<file path="src/common/flash_front_consts.svh">
/*
 constants for the serial flash pin front end.
 assumes inclusion by bare name from the design file.
*/
`ifndef FLASH_FRONT_CONSTS_SVH
`define FLASH_FRONT_CONSTS_SVH
`define LANE_SINGLE 2'h0
`define LANE_DUAL 2'h1
`define LANE_QUAD 2'h2
`define PAUSE_SELECT_HOLD 1'h0
`define SHIFT_WIDTH 8
`endif

</file>
<file path="src/common/flash_front_pkg.sv">
/*
 types shared by the serial flash pin front end.
 does not include the constants header; the lane codes repeat its values.
*/
package flash_front_pkg;
    typedef enum logic [1:0] {
        lanes_single = 2'h0,
        lanes_dual = 2'h1,
        lanes_quad = 2'h2
    } lane_mode_t;

    typedef struct packed {
        logic status_protect_bit_one;
        logic status_protect_bit_zero;
        logic quad_enable;
        logic pause_or_reset_select;
    } status_cfg_t;

    typedef struct packed {
        logic [3:0] out;
        logic [3:0] oe;
    } lane_drive_t;
endpackage

</file>
<file path="src/serial_flash_pin_front_end.sv">
/*
 serial flash pin front end: select, power state, clock edge detection,
 lane steering for single/dual/quad, protect pin locking, pause and reset pin.
 assumes the host drives the serial clock and select, both slow against clk,
 and that the instruction layer supplies lane mode, output bits and status.
*/
`timescale 1ns/1ps
`include "flash_front_consts.svh"

module serial_flash_pin_front_end #(
    parameter int shift_width = `SHIFT_WIDTH
) (
    input wire logic clk,
    input wire logic rst_n,
    input wire logic select_n,
    input wire logic serial_clock,
    input wire logic [3:0] lane_in,
    output logic [3:0] lane_out,
    output logic [3:0] lane_oe,
    input wire flash_front_pkg::status_cfg_t status_cfg,
    input wire flash_front_pkg::lane_mode_t lane_mode,
    input wire logic drive_data,
    input wire logic [3:0] out_bits,
    input wire logic embedded_busy,
    input wire logic status_write_req,
    input wire logic array_write_req,
    input wire logic region_protected,
    output logic selected,
    output logic standby,
    output logic frame_start,
    output logic sample_pulse,
    output logic [3:0] sample_bits,
    output logic shift_pulse,
    output logic [shift_width-1:0] shift_q,
    output logic paused,
    output logic pin_reset,
    output logic status_write_ok,
    output logic array_write_ok,
    output logic quad_refused
);
    import flash_front_pkg::*;

    logic [1:0] cs_sync_q, sck_sync_q;
    logic [3:0] lane_sync0_q, lane_sync1_q;
    logic cs_n, sck, sck_prev_q, cs_prev_q, armed_q;
    logic sck_rise, sck_fall, pin_locked, pause_pin;
    logic pause_q;
    lane_drive_t drive_q;

    // two flops per pin input before any logic reads it
    always_ff @(posedge clk) begin
        if (!rst_n) begin
            cs_sync_q <= 2'h3;
            sck_sync_q <= 2'h0;
            lane_sync0_q <= 4'hf;
            lane_sync1_q <= 4'hf;
        end else begin
            cs_sync_q <= {cs_sync_q[0], select_n};
            sck_sync_q <= {sck_sync_q[0], serial_clock};
            lane_sync0_q <= lane_in;
            lane_sync1_q <= lane_sync0_q;
        end
    end

    assign cs_n = cs_sync_q[1];
    assign sck = sck_sync_q[1];

    always_ff @(posedge clk) begin
        if (!rst_n) begin
            sck_prev_q <= 1'h0;
            cs_prev_q <= 1'h1;
        end else begin
            sck_prev_q <= sck;
            cs_prev_q <= cs_n;
        end
    end

    // edges only count while selected; idle level of the clock is irrelevant
    assign sck_rise = sck & ~sck_prev_q;
    assign sck_fall = ~sck & sck_prev_q;
    assign frame_start = cs_prev_q & ~cs_n & armed_q;

    // nothing is accepted until the synchronized select (reset loads it high) has been high then falling after reset
    always_ff @(posedge clk) begin
        if (!rst_n) begin
            armed_q <= 1'h0;
        end else if (cs_n) begin
            armed_q <= 1'h1;
        end
    end

    always_ff @(posedge clk) begin
        if (!rst_n) begin
            selected <= 1'h0;
        end else if (cs_n) begin
            selected <= 1'h0;
        end else if (frame_start) begin
            selected <= 1'h1;
        end
    end

    assign standby = ~selected & ~embedded_busy;

    // protect pin and shared pause/reset pin functions
    assign pin_locked = ~lane_sync1_q[2] & ~status_cfg.status_protect_bit_one
        & status_cfg.status_protect_bit_zero & ~status_cfg.quad_enable;
    assign status_write_ok = status_write_req & ~pin_locked;
    assign array_write_ok = array_write_req & ~(pin_locked & region_protected);
    assign quad_refused = (lane_mode == lanes_quad) & ~status_cfg.quad_enable;

    assign pause_pin = ~status_cfg.quad_enable
        & (status_cfg.pause_or_reset_select == `PAUSE_SELECT_HOLD);
    assign pin_reset = ~status_cfg.quad_enable
        & (status_cfg.pause_or_reset_select != `PAUSE_SELECT_HOLD)
        & ~lane_sync1_q[3];

    // pause state follows the pin only while the serial clock is low, so a change
    // of the pin with clock high waits for the clock to fall
    always_ff @(posedge clk) begin
        if (!rst_n) begin
            pause_q <= 1'h0;
        end else if (cs_n | ~pause_pin) begin
            pause_q <= 1'h0;
        end else if (~sck) begin
            pause_q <= ~lane_sync1_q[3];
        end
    end

    assign paused = pause_q;

    // sampling on rising clock edges; lanes taken depend on mode
    always_ff @(posedge clk) begin
        if (!rst_n) begin
            sample_pulse <= 1'h0;
            sample_bits <= 4'h0;
            shift_q <= '0;
        end else begin
            sample_pulse <= 1'h0;
            if (selected && !cs_n && !pause_q && !pin_reset && sck_rise) begin
                sample_pulse <= 1'h1;
                case (lane_mode)
                    lanes_single: begin
                        sample_bits <= {3'h0, lane_sync1_q[0]};
                        shift_q <= {shift_q[shift_width-2:0], lane_sync1_q[0]};
                    end
                    lanes_dual: begin
                        sample_bits <= {2'h0, lane_sync1_q[1:0]};
                        shift_q <= {shift_q[shift_width-3:0], lane_sync1_q[1:0]};
                    end
                    lanes_quad: begin
                        sample_bits <= lane_sync1_q;
                        shift_q <= {shift_q[shift_width-5:0], lane_sync1_q};
                    end
                    default: begin
                        sample_bits <= 4'h0;
                    end
                endcase
            end
        end
    end

    // output drive loads only on falling edges and clears at once while deselected or in pin reset
    always_ff @(posedge clk) begin
        if (!rst_n) begin
            drive_q <= '0;
            shift_pulse <= 1'h0;
        end else begin
            shift_pulse <= 1'h0;
            if (cs_n || !selected || pin_reset) begin
                drive_q <= '0;
            end else if (sck_fall && !pause_q) begin
                shift_pulse <= 1'h1;
                drive_q.out <= out_bits;
                if (!drive_data) begin
                    drive_q.oe <= 4'h0;
                end else begin
                    case (lane_mode)
                        lanes_single: drive_q.oe <= 4'h2;
                        lanes_dual: drive_q.oe <= 4'h3;
                        lanes_quad: drive_q.oe <= status_cfg.quad_enable ? 4'hf : 4'h0;
                        default: drive_q.oe <= 4'h0;
                    endcase
                end
            end
        end
    end

    // paused output floats at once but keeps the pending bits for resume
    assign lane_out = drive_q.out;
    assign lane_oe = (pause_q | cs_n) ? 4'h0 : drive_q.oe;

    tristate_deselect_a: assert property (@(posedge clk) disable iff (!rst_n)
        cs_n |-> lane_oe == 4'h0) else $error("lanes driven while deselected");
    standby_idle_a: assert property (@(posedge clk) disable iff (!rst_n)
        (!selected && !embedded_busy) |-> standby) else $error("no standby when idle");
    select_entry_a: assert property (@(posedge clk) disable iff (!rst_n)
        frame_start |=> selected) else $error("select fall not taken");
    armed_first_a: assert property (@(posedge clk) disable iff (!rst_n)
        $rose(selected) |-> $past(armed_q)) else $error("selected without falling edge");
    sample_rise_a: assert property (@(posedge clk) disable iff (!rst_n)
        sample_pulse |-> $past(sck_rise)) else $error("sample off rising edge");
    status_lock_a: assert property (@(posedge clk) disable iff (!rst_n)
        (pin_locked && status_write_req) |-> !status_write_ok) else $error("locked status write");
    quad_no_lock_a: assert property (@(posedge clk) disable iff (!rst_n)
        status_cfg.quad_enable |-> !pin_locked && !pin_reset && !pause_q) else $error("pin function in quad");
    pause_clock_low_a: assert property (@(posedge clk) disable iff (!rst_n)
        $changed(pause_q) && !cs_n && pause_pin |-> $past(!sck)) else $error("pause moved with clock high");
    pause_float_a: assert property (@(posedge clk) disable iff (!rst_n)
        pause_q |-> lane_oe == 4'h0 && !sample_pulse) else $error("activity during pause");
endmodule // serial_flash_pin_front_end
</file>
<file path="config.mk">
export PLATFORM = sky130hd
export DESIGN_NAME = serial_flash_pin_front_end
export DESIGN_NICKNAME = d
export VERILOG_FILES = /design/src/common/flash_front_pkg.sv /design/src/serial_flash_pin_front_end.sv
export VERILOG_INCLUDE_DIRS = /design/src /design/src/common
export SDC_FILE = /design/constraint.sdc
export NUM_CORES = 1
export LEC_CHECK = 0
export BUFFER_PORTS_ARGS = -buffer_cell sky130_fd_sc_hd__buf_4
export CORE_ASPECT_RATIO = 1.5
export CORE_MARGIN = 2
export CORE_UTILIZATION = 40
export DETAILED_ROUTE_END_ITERATION = 12
export PLACE_DENSITY_LB_ADDON = 0.08
export SYNTH_ARGS = -nofsm -noshare
export SYNTH_HDL_FRONTEND = slang
export SYNTH_SLANG_ARGS = --single-unit
</file>
<file path="constraint.sdc">
create_clock -name clk -period 2 [get_ports clk]
set_input_delay 0.1 -clock clk [delete_from_list [all_inputs] [get_ports clk]]
set_output_delay 0.1 -clock clk [all_outputs]
set_load 0.01 [all_outputs]
</file>
# [Yosys cells after proc, flatten, opt, wreduce, memory -nomap -nowiden]
# Cells that the tools add are included.
[totals] ff_bits=39 inputBits=23 out_inout_bits=30 word_cells=73
[classes] n_eq_ne=2 muxes=8 bitwise=31 n_reduce_logical=17
[op_table] operator="4-bit one-hot mux with 3 select lines" n=2
[op_table] operator="8-bit one-hot mux with 3 select lines" n=1
[op_table] operator="1-bit AND" n=15
[op_table] operator="1-bit inverter" n=14
[op_table] operator="4-bit two-way mux" n=3
[op_table] operator="2-bit OR reduction" n=3
[op_table] operator="1-bit logical AND" n=5
[op_table] operator="1-bit zero test" n=4
[op_table] operator="3-bit nonzero test" n=1
[op_table] operator="2-bit by 1-bit == test with 1-bit output (second input constant)" n=1
[op_table] operator="2-bit == test (second input constant)" n=1
[op_table] operator="2-bit zero test" n=1
[op_table] operator="1-bit logical OR" n=2
[op_table] operator="1-bit two-way mux" n=2
[op_table] operator="1-bit bitwise OR" n=2
[op_table] operator="2-bit AND reduction" n=1

# [Depth between registers and ports, before layout]
# Gate-level depths: netlist (run 1).
[logic_depth] word_depth=7 mapped_depth=6 mapped_depth_nobuf=5

# [Worst setup path after synthesis (run 1)]
# Ideal clock, no wire load.
[synth_path] kind="reg2reg" from="register pause_q, in the netlist paused" to="register shift_q[0]" setup_time_ns=0.072 arrival_time_ns=1.445 required_ns=1.928 setup_slack_ns=0.483 path_stages_with_launch=4 path_buffers=0 path_cell_list="dfxtp_1 or3b_4 nor4_4 mux2i_1"
[synth_via] elab_chain_cells=5
[synth_lines] item="from (decl)" line="serial_flash_pin_front_end.sv:47" text="logic pause_q;"
[synth_lines] item="from (signal assigned)" line="serial_flash_pin_front_end.sv:125" text="pause_q <= ~lane_sync1_q[3];"
[synth_lines] item="1-bit zero test" line="serial_flash_pin_front_end.sv:139" text="if (selected && !cs_n && !pause_q && !pin_reset && sck_rise) begin"
[synth_lines] item="1-bit logical AND (3 in a row)" line="serial_flash_pin_front_end.sv:139"
[synth_lines] item="2-bit AND reduction (no line)"
[synth_lines] item="to (signal assigned)" line="serial_flash_pin_front_end.sv:144" text="shift_q <= {shift_q[shift_width-2:0], lane_sync1_q[0]};"
[synth_lines] item="to (signal assigned)" line="serial_flash_pin_front_end.sv:148" text="shift_q <= {shift_q[shift_width-3:0], lane_sync1_q[1:0]};"
[synth_lines] item="to (signal assigned)" line="serial_flash_pin_front_end.sv:152" text="shift_q <= {shift_q[shift_width-5:0], lane_sync1_q};"
[synth_lines] item="to (decl)" line="serial_flash_pin_front_end.sv:34" text="output logic [shift_width-1:0] shift_q,"
# No other way between the ends.
# A chain may end at the register's enable or synchronous reset.

# [Worst setup path after layout (run 1)]
[layout_path] from="register sck_sync_q[1]" to="register sample_bits[0]"
[layout_via] elab_chain_cells=2
[layout_lines] item="from (decl)" line="serial_flash_pin_front_end.sv:43" text="logic [1:0] cs_sync_q, sck_sync_q;"
[layout_lines] item="from (signal assigned)" line="serial_flash_pin_front_end.sv:59" text="sck_sync_q <= {sck_sync_q[0], serial_clock};"
[layout_lines] item="1-bit AND" line="serial_flash_pin_front_end.sv:79" text="assign sck_rise = sck & ~sck_prev_q;"
[layout_lines] item="1-bit logical AND" line="serial_flash_pin_front_end.sv:139"
[layout_lines] item="to (signal assigned)" line="serial_flash_pin_front_end.sv:143" text="sample_bits <= {3'h0, lane_sync1_q[0]};"
[layout_lines] item="to (signal assigned)" line="serial_flash_pin_front_end.sv:147" text="sample_bits <= {2'h0, lane_sync1_q[1:0]};"
[layout_lines] item="to (signal assigned)" line="serial_flash_pin_front_end.sv:151" text="sample_bits <= lane_sync1_q;"
[layout_lines] item="to (decl)" line="serial_flash_pin_front_end.sv:32" text="output logic [3:0] sample_bits,"
# No other way between the ends.

==> metrics.yaml, run 1 <==
clk_pin_slew_ps: 70
final_nets: 258
fp-row-count: 28
powerDensity_mw_per_mm2: 652
hold_viol: 0
critical_path_required_ps: 2220
numCtsBuffers: 5
post-cts-setup-buffer-count: 0
stdcell_count: 276
overflow: 0
synth_nets: 205
setup_tns_ps: 0
place_hpwl_um: 2650
first_global_vias: 1312
worstSetupStartpointType: "flop"
worstMarginPinSlew_ps: 526
synth.top_cell.area_share: 0.467
ys_async_sr_fraction: 0
grt_usage: 0.165
synth_area_leaders: "dfxtp_1 47%, mux2i_1 6.8%, nand2_1 5.3%, nand2b_1 4.6%, a21oi_1 3.1%"
ant_nets: 0
leakage_nw: 0.900
synth_cell_type_count: 34
antenna_found_initial: 0
synth_edf_count: 0
rsz0062_at_grt: "no"
yosysWarnings: 0
die-area_mm2: 0.00461
end_kind: "flop"
postSynthCellCount: 178
setup_viol: 0
synth_area_mm2: 0.00163
vias_per_cell: 5.05
grt_pass1_wl_um: 5930
fin_skew_ps: 7.81
relSlewSlack: 0.647
cts_max_level: 2
die_h_um: 82.2
yosysSeqAreaShare: 0.467
cap_violations: 0
fin_hold_ws_ps: 4.05
dp_cells: 265
ys_top_cells_by_count: "38 x dfxtp_1, 23 x nand2_1, 12 x nand2b_1"
routed-via-count: 1393
globalplace.congestion: 0.780
path_class: "reg -> reg"
ys_ff_latch: 38
hold_path.class: "in -> reg"
max-vdd-ir-drop_mv: 0.483
fin_crit_sh: 0.783
grt_max_degree: 35
fmax_mhz: 638
dr.first_iter.drc_count: 35
drive_gt1_frac: 0.286
cts_sinks: 38
synth-main-ff-cell: "dfxtp_1"
cp.arrival_ps: 1790
pin_count: 53
final.min_clock_period_ps: 1570
synth_most_common_cell: "dfxtp_1"
cts_tree: "yes"
wl_per_cell_um: 12.9
syn_to_final_growth_pct: 31.7
die_w_um: 56.1
drc_errors: 0
io_buffers: 52
power.total_mw: 1.40
wl_um: 3550
slew_viol_final: 0
clockBufferDepth: 2
worstPathMaxFanout: 5
cts.hold.buffers_added: 4
postSynthAreaPerCell_um2: 9.16
cts_resized: 0
status: "completed"
core_area_mm2: 0.00392
yosysTopAreaCell: "dfxtp_1"
antenna_cells: 0
start_util: 0.415
cts-root-buf: "clkbuf_8"
first_pass_iters: 4
insertion_delay_ps: 290
[per-layer routing]
metal  wire (um)  share of wire  up-vias  track usage
li1            -              -      708            -
met1        1370           0.38      641        0.167
met2        1930           0.54       39        0.319
met3         190          0.053        5       0.0421
met4          62          0.017        0       0.0714
met5           0              0        -            0
[report_power, final]
part	total (mW)	internal (mW)	leakage (nW)	switching, mW
Combinational	0.139	0.0731	0.547	0.0658
Sequential	0.778	0.770	0.310	0.00715
Clock	0.484	0.234	0.0438	0.250
[kinds of logic (layout without fill, tap and decap cells)]
family                     count (synthesis)  count (layout)  synth area share
AOI/OAI and AO/OA                         36              36             0.144
and+or+nand+nor                           71              71             0.238
buffers and inverters                     18              71            0.0530
DFF                                       38              38             0.467
adders and majority gates                  4               4            0.0307
muxes                                     11              11            0.0675
[state kept, by name, summed over array words and instances, names as in the netlist]
signal / flops
shift_q: 8
lane_out: 4
lane_sync0_q: 4
lane_sync1_q: 4
sample_bits: 4
drive_q: 3
cs_sync_q: 2
sck_sync_q: 2
armed_q: 1
cs_prev_q: 1
paused: 1
sample_pulse: 1
sck_prev_q: 1
selected: 1
shift_pulse: 1
[worst max-delay path, cell delays in order (launching register included)]
cell,delay (ps)
dfxtp_1,390
or3b_4,440
nor3_1,430
mux2i_1,240
[stage by stage]
step	worst slack [ps]	area, um^2	utilization
after floorplan	483	1630	-
after CTS	438	2150	0.547
after detailed placement	430	2030	0.517
after global placement	528	2030	0.517
after global routing	304	2150	0.547
final	433	2150	0.547
[cell type report]
type | count | area [um^2]
clock inverter | 2 | 10.0
tap | 45 | 56.3
inverter | 6 | 22.5
multi-input combinational | 122 | 783
timing repair buffer | 58 | 445
clock buffer | 5 | 68.8
sequential | 38 | 761
fill | 395 | 1780
[path summary, 6_finish.rpt]
check,from,to,slack [ps],cells past startpoint
setup reg to reg,sck_sync_q[1],sample_bits[0],430,3
setup / recovery,sck_sync_q[1],sample_bits[0],430,3
hold reg to reg,cs_sync_q[0],cs_sync_q[1],400,1
hold / removal,lane_in[1],lane_sync0_q[1],4,2
[placed cells by master, fill, tap and decap left out, drive strengths merged, types with 3 or more instances in the layout]
cell type and instances:
buf 54, dfxtp 38, nand2 23, nand2b 12, mux2i 11, nor2 10
a21oi 10, a22oi 6, o21ai 6, a21o 6, inv 6, and2 5
clkbuf 5, nor2b 4, ha 4, dlygate4sd3 4, nand3 3, nand4 3
or3b 3
No activity file was read; power rests on OpenSTA's default activity.
==> run 2: changes to the inputs <==
--- a/config.mk
+++ b/config.mk
@@ -6,6 +6,7 @@
 export SDC_FILE = /design/constraint.sdc
 export NUM_CORES = 1
 export LEC_CHECK = 0
+export ABC_AREA = 1
 export BUFFER_PORTS_ARGS = -buffer_cell sky130_fd_sc_hd__buf_4
 export CORE_ASPECT_RATIO = 1.5
 export CORE_MARGIN = 2
==> constraint.sdc (replaced) <==
create_clock -name clk -period 1.35 [get_ports clk]
set_input_delay 0.0675 -clock clk [delete_from_list [all_inputs] [get_ports clk]]
set_output_delay 0.0675 -clock clk [all_outputs]
set_load 0.01 [all_outputs]
==> metrics.yaml, run 2 <==
powerDensity_mw_per_mm2: 1100  # +68%
min_to: "paused"
cts_tree: "yes"
start_util: 0.421  # +0.00587
ys_ff_latch: 38  # unchanged
critical_path_required_ps: 1280  # -940 ps
largest_reg_flops: 8  # unchanged
yosysTopAreaCell: "dfxtp_1"
pre_cts_slack_ps: 28.7  # -401 ps
globalplace.congestion: 0.844  # +8.2%
synth_area_mm2: 0.00168  # +3.2%
synth-main-ff-cell: "dfxtp_1"
clockBufferDepth: 2  # unchanged
fin_skew_ps: 6.99  # -0.813 ps
postSynthCellCount: 236  # +33%
fmax_mhz: 803
stdcell_count: 341  # +24%
setup_viol: 0  # unchanged
worstMarginPinSlew_ps: 363  # -163 ps
dr.first_iter.drc_count: 46  # +31%
numCtsBuffers: 5  # unchanged
cap_violations: 0  # unchanged
regMostFlops: "shift_q"
wl_per_cell_um: 11.0  # -15%
routed-via-count: 1563  # +12%
wl_um: 3730  # +5.1%
slew_viol_final: 0  # unchanged
drive_gt1_frac: 0.267  # -0.0188
drc_errors: 0  # unchanged
die-area_mm2: 0.00475  # +3.0%
syn_to_final_growth_pct: 36.0
ys_async_sr_fraction: 0  # unchanged
hp-start: "status_cfg[0]"
power.total_mw: 2.51  # +79%
relSlewSlack: 0.758  # +0.111
core_area_mm2: 0.00399  # +1.8%
fin_hold_ws_ps: 26.3  # +22.2 ps
grt_usage: 0.168  # +0.00315
synth.top_cell.area_share: 0.452  # -0.0146
yosysWarnings: 0  # unchanged
synth_area_leaders: "dfxtp_1 45%, nand2_1 16%, nor2_1 7.8%, inv_1 7.1%, or2_2 3.7%"
hold_path.class: "in -> reg"
grt_max_degree: 17  # -51%
place_hpwl_um: 2780  # +4.8%
final_nets: 322  # +25%
cts_max_level: 2  # unchanged
dp_cells: 327  # +23%
leakage_nw: 1.14  # +27%
fin_crit_sh: 0.923
antenna_cells: 0  # unchanged
ys_top_cells_by_count: "71 x nand2_1, 38 x dfxtp_1, 35 x nor2_1"
synth_nets: 263  # +28%
final.min_clock_period_ps: 1250
mostFrequentLayoutCells: "71 x nand2_1, 55 x buf_4, 37 x dfxtp_1, 35 x nor2_1, 32 x inv_1"
insertion_delay_ps: 290  # about the same
r2r_cells: 6  # +3
clk_pin_slew_ps: 80  # about the same
setup_tns_ps: 0  # unchanged
hold_viol: 0  # unchanged
io_buffers: 52  # unchanged
post-cts-setup-buffer-count: 0  # unchanged
synth_cell_type_count: 24  # -29%
worstSetupStartpointType: "flop"
worstPathMaxFanout: 3  # -2
end_kind: "output pin"
rsz0062_at_grt: "no"
holdPathStages: 4  # +2
timing.rr.end: "shift_q[4]"
first_global_vias: 1476  # +13%
path_class: "reg -> out"
worst_slack_ps: 104  # -329 ps
overflow: 0  # unchanged
status: "completed"
die_h_um: 83.4  # +1.5%
synth_edf_count: 0  # unchanged
rr_startpoint: "paused"
reg2reg_slack_ps: 180  # -250 ps
cp.arrival_ps: 1180  # -610 ps
final_common_cell: "nand2_1"
die_w_um: 57.0  # +1.5%
grt_pass1_wl_um: 6380  # +7.4%
fp-row-count: 28  # unchanged
synth_most_common_cell: "nand2_1"
cts_sinks: 38  # unchanged
yosysSeqAreaShare: 0.452  # -0.0146
first_pass_iters: 4  # unchanged
pin_count: 53  # unchanged
postSynthAreaPerCell_um2: 7.13  # -22%
max-vdd-ir-drop_mv: 1.12  # +130%
vias_per_cell: 4.58  # -9.2%
antenna_found_initial: 0  # unchanged
ant_nets: 0  # unchanged
cts-root-buf: "clkbuf_8"
[run 2: cell count changes in the layout (fill, tap and decap cells not counted), sizes merged, moves of 3 or more]
cell	change
and2	-4
inv	+27
nand2b	-12
nor2	+26
mux2i	-11
a21o	-6
or3b	-3
or2	+10
nor2b	-4
nand2	+49
o21ai	+5
a22oi	-6
[run 2: area by class of cell]
class / instances / area (um^2)
Clock buffer: 5 / 68.8
Clock inverter: 3 / 68.8
Fill cell: 432 / 1710
Inverter: 33 / 124
Multi-Input combinational cell: 156 / 736
Sequential cell: 38 / 762
Tap cell: 45 / 56.3
Timing Repair Buffer: 61 / 473
[run 2: power by group]
group | switching, mW | internal [mW]
logic | 0.0966 | 0.100
clock network | 0.424 | 0.740
registers | 0.0102 | 1.14
[run 2: what timing repair did]
action	4_1_cts	5_1_grt
endpoints found under the hold margin	6	0
gates resized for setup	0	1
hold buffers	6	0
endpoints found under the setup margin	0	8
[run 2: cells by family after synthesis]
group,share of synthesized area
compound gates,0.0699
fa+ha+maj,0.0297
buf+inv,0.111
flops,0.452
simple gates,0.338
[run 2: stage by stage]
stage	cell area, um^2	utilization
after floorplan	1680	-
after global placement	2090	0.523
after detailed placement	2090	0.523
after CTS	2290	0.573
after global routing	2290	0.573
final	2290	0.573
[run 2: how the worst max path moves through the flow]
stage / from / end / slack [ps]
after floorplan: sck_sync_q[1] / shift_q[1] / 230
after global placement: lane_mode[0] / shift_q[6] / 20
after detailed placement: lane_mode[0] / sample_bits[0] / 30
after CTS: sck_sync_q[1] / shift_q[3] / 90
after global routing: paused / shift_q[7] / 20
final: lane_sync1_q[2] / array_write_ok / 100
[run 2: metal layers]
layer / part of all wire / routed length [um] / global-route usage / vias up
met2: 0.51 / 1910 / 0.286 / 35
met3: 0.050 / 186 / 0.0436 / 9
met5: 0 / 0 / 0 / -
met4: 0.023 / 85 / 0.0846 / 0
met1: 0.42 / 1560 / 0.189 / 693
li1: - / - / - / 826
[run 2: worst max-delay path, stage by stage, from the launching register on]
cell      delay [ps]
dfxtp_1          350
nand3b_1         190
o21ai_0          160
inv_1             50
buf_4            140
==> run 3: changes to the inputs <==
--- a/config.mk
+++ b/config.mk
@@ -9,7 +9,6 @@
 export ABC_AREA = 1
 export BUFFER_PORTS_ARGS = -buffer_cell sky130_fd_sc_hd__buf_4
 export CORE_ASPECT_RATIO = 1.5
-export CORE_MARGIN = 2
 export CORE_UTILIZATION = 40
 export DETAILED_ROUTE_END_ITERATION = 12
 export PLACE_DENSITY_LB_ADDON = 0.08
==> constraint.sdc (replaced) <==
create_clock -name clk -period 1.35 [get_ports clk]
set_input_delay 0.0675 -clock clk [delete_from_list [all_inputs] [get_ports clk]]
set_output_delay 0.0675 -clock clk [all_outputs]
set_load 0.1 [all_outputs]
==> metrics.yaml, run 3 (synthesized netlist as in run 2, its figures left out) <==
dr.first_iter.drc_count: 54  # +17%
fin_crit_sh: 0.997  # +0.0740
fin_hold_ws_ps: 4.82  # -21.4 ps
end_kind: "output pin"
cpLargestDelayFamily: "buffers and inverters"
ant_nets: 0  # unchanged
grt_max_degree: 17  # unchanged
hold_viol: 0  # unchanged
first_global_vias: 1393  # -5.6%
worstPathMaxFanout: 3  # unchanged
rsz0062_at_grt: "yes"
worstSetupStartpointType: "flop"
wl_um: 3640  # -2.5%
powerDensity_mw_per_mm2: 956  # -13%
hp-start: "status_cfg[0]"
final_common_cell: "nand2_1"
setup_tns_ps: 0  # unchanged
slowest_delay_ps: 330  # -20 ps
globalplace.congestion: 0.867  # +2.7%
leakage_nw: 1.14  # -0.38%
pin_count: 53  # unchanged
numCtsBuffers: 5  # unchanged
slew_viol_final: 0  # unchanged
r2r_cells: 7  # +1
routed-via-count: 1551  # -0.77%
relSlewSlack: 0.789  # +0.0311
cts_max_level: 2  # unchanged
holdPathStages: 4  # unchanged
clockBufferDepth: 2  # unchanged
insertion_delay_ps: 300  # about the same
fmax_mhz: 743  # -7.4%
largest_reg_flops: 8  # unchanged
drive_gt1_frac: 0.323  # +0.0563
die-area_mm2: 0.00448  # -5.8%
fin_area_mm2: 0.00233  # +1.8%
core_area_mm2: 0.00399  # unchanged
post-cts-setup-buffer-count: 0  # unchanged
syn_to_final_growth_pct: 38.4
min_to: "paused"
status: "completed"
cts_tree: "yes"
crit_chain: "inv_1 > buf_4 > nand2_4 > nor2_4 > buf_4"
start_util: 0.421  # unchanged
grt_pass1_wl_um: 6020  # -5.5%
path_class: "reg -> out"
io_buffers: 52  # unchanged
setup_viol: 0  # unchanged
final_nets: 323  # +0.31%
first_pass_iters: 4  # unchanged
nFillCells: 398  # -7.9%
clk_pin_slew_ps: 70  # about the same
mostFrequentLayoutCells: "70 x nand2_1, 51 x buf_4, 32 x inv_1, 29 x nor2_1, 29 x dfxtp_1"
antenna_cells: 0  # unchanged
place_hpwl_um: 2720  # -2.0%
overflow: 0  # unchanged
hold_path.class: "in -> reg"
reg2reg_slack_ps: 180  # about the same
wl_per_cell_um: 10.6  # -2.8%
fin_skew_ps: 6.58  # -0.411 ps
cp.arrival_ps: 1280  # +100 ps
dp_cells: 328  # +0.31%
vias_per_cell: 4.54  # -1.1%
stdcell_count: 342  # +0.29%
final.min_clock_period_ps: 1350  # +99.9 ps
timing.rr.end: "shift_q[1]"
placed_area_mm2: 0.00215  # +3.0%
rr_startpoint: "paused"
critPathBufInv: 3  # +1
cpMaxStageDelayCell: "dfxtp_1"
antenna_found_initial: 0  # unchanged
crit_top_cell: "buf_4"
regMostFlops: "shift_q"
die_h_um: 81.4  # -2.4%
grt_usage: 0.190  # +0.0212
die_w_um: 55.0  # -3.5%
cts_sinks: 38  # unchanged
critical_path_required_ps: 1280  # about the same
max-vdd-ir-drop_mv: 0.799  # -29%
cap_violations: 0  # unchanged
drc_errors: 0  # unchanged
fp-row-count: 28  # unchanged
worstMarginPinSlew_ps: 316  # -46.6 ps
cts-root-buf: "clkbuf_8"
[run 3: report_power, final]
part           internal (mW)  leakage (nW)  total, mW  switching [mW]
Clock                  0.410        0.0472      0.819           0.409
Sequential              1.14         0.315       1.15          0.0105
Combinational          0.107         0.775      0.261           0.154
Total                   1.65          1.14       2.23           0.573
[run 3: routing by layer]
layer / global-route usage / share of wire
met1: 0.208 / 0.41
met2: 0.328 / 0.52
met3: 0.0426 / 0.045
met4: 0.0950 / 0.024
met5: 0 / 0
[run 3: worst max path at each step]
stage	start	end	slack [ps]	cells after the start
5_1_grt	cs_sync_q[1]	lane_oe[3]	-70	5
6_report	cs_sync_q[1]	lane_oe[2]	4	5
4_1_cts	cs_sync_q[1]	lane_oe[2]	-10	5
3_3_place_gp	lane_mode[0]	sample_bits[0]	10	9
3_5_place_dp	lane_mode[0]	shift_q[4]	8	9
2_1_floorplan	paused	lane_oe[3]	-120	4
[run 3: repair_timing]
item                                   in CTS  in global routing
hold buffers                                6                  0
setup endpoints to repair                   2                 15
endpoints found under the hold margin       6                  0
gates resized for setup                     0                  8
[run 3: per-stage QoR]
step	util	setup slack, ps	total power [mW]
3_3_place_gp	0.539	14.4	1.42
6_report	0.583	4.42	2.23
4_1_cts	0.578	-13.6	2.25
5_1_grt	0.583	-67.8	2.33
3_5_place_dp	0.539	7.52	1.42
2_1_floorplan	-	-124	1.32
[run 3: area by class of cell]
cell class	instances	area, um^2	area share
clock buffer	6	82.6	0.0354
sequential	38	777	0.334
clock inverter	2	12.5	0.00537
timing repair buffer	62	499	0.214
multi-input combinational	156	776	0.333
inverter	33	126	0.0542
tap	45	56.3	0.0242
[run 3: tightest hold or removal path: stages]
cell	delay [ps]
buf_4	80
nor2_1	30
nand2_1	50
a211oi_1	30
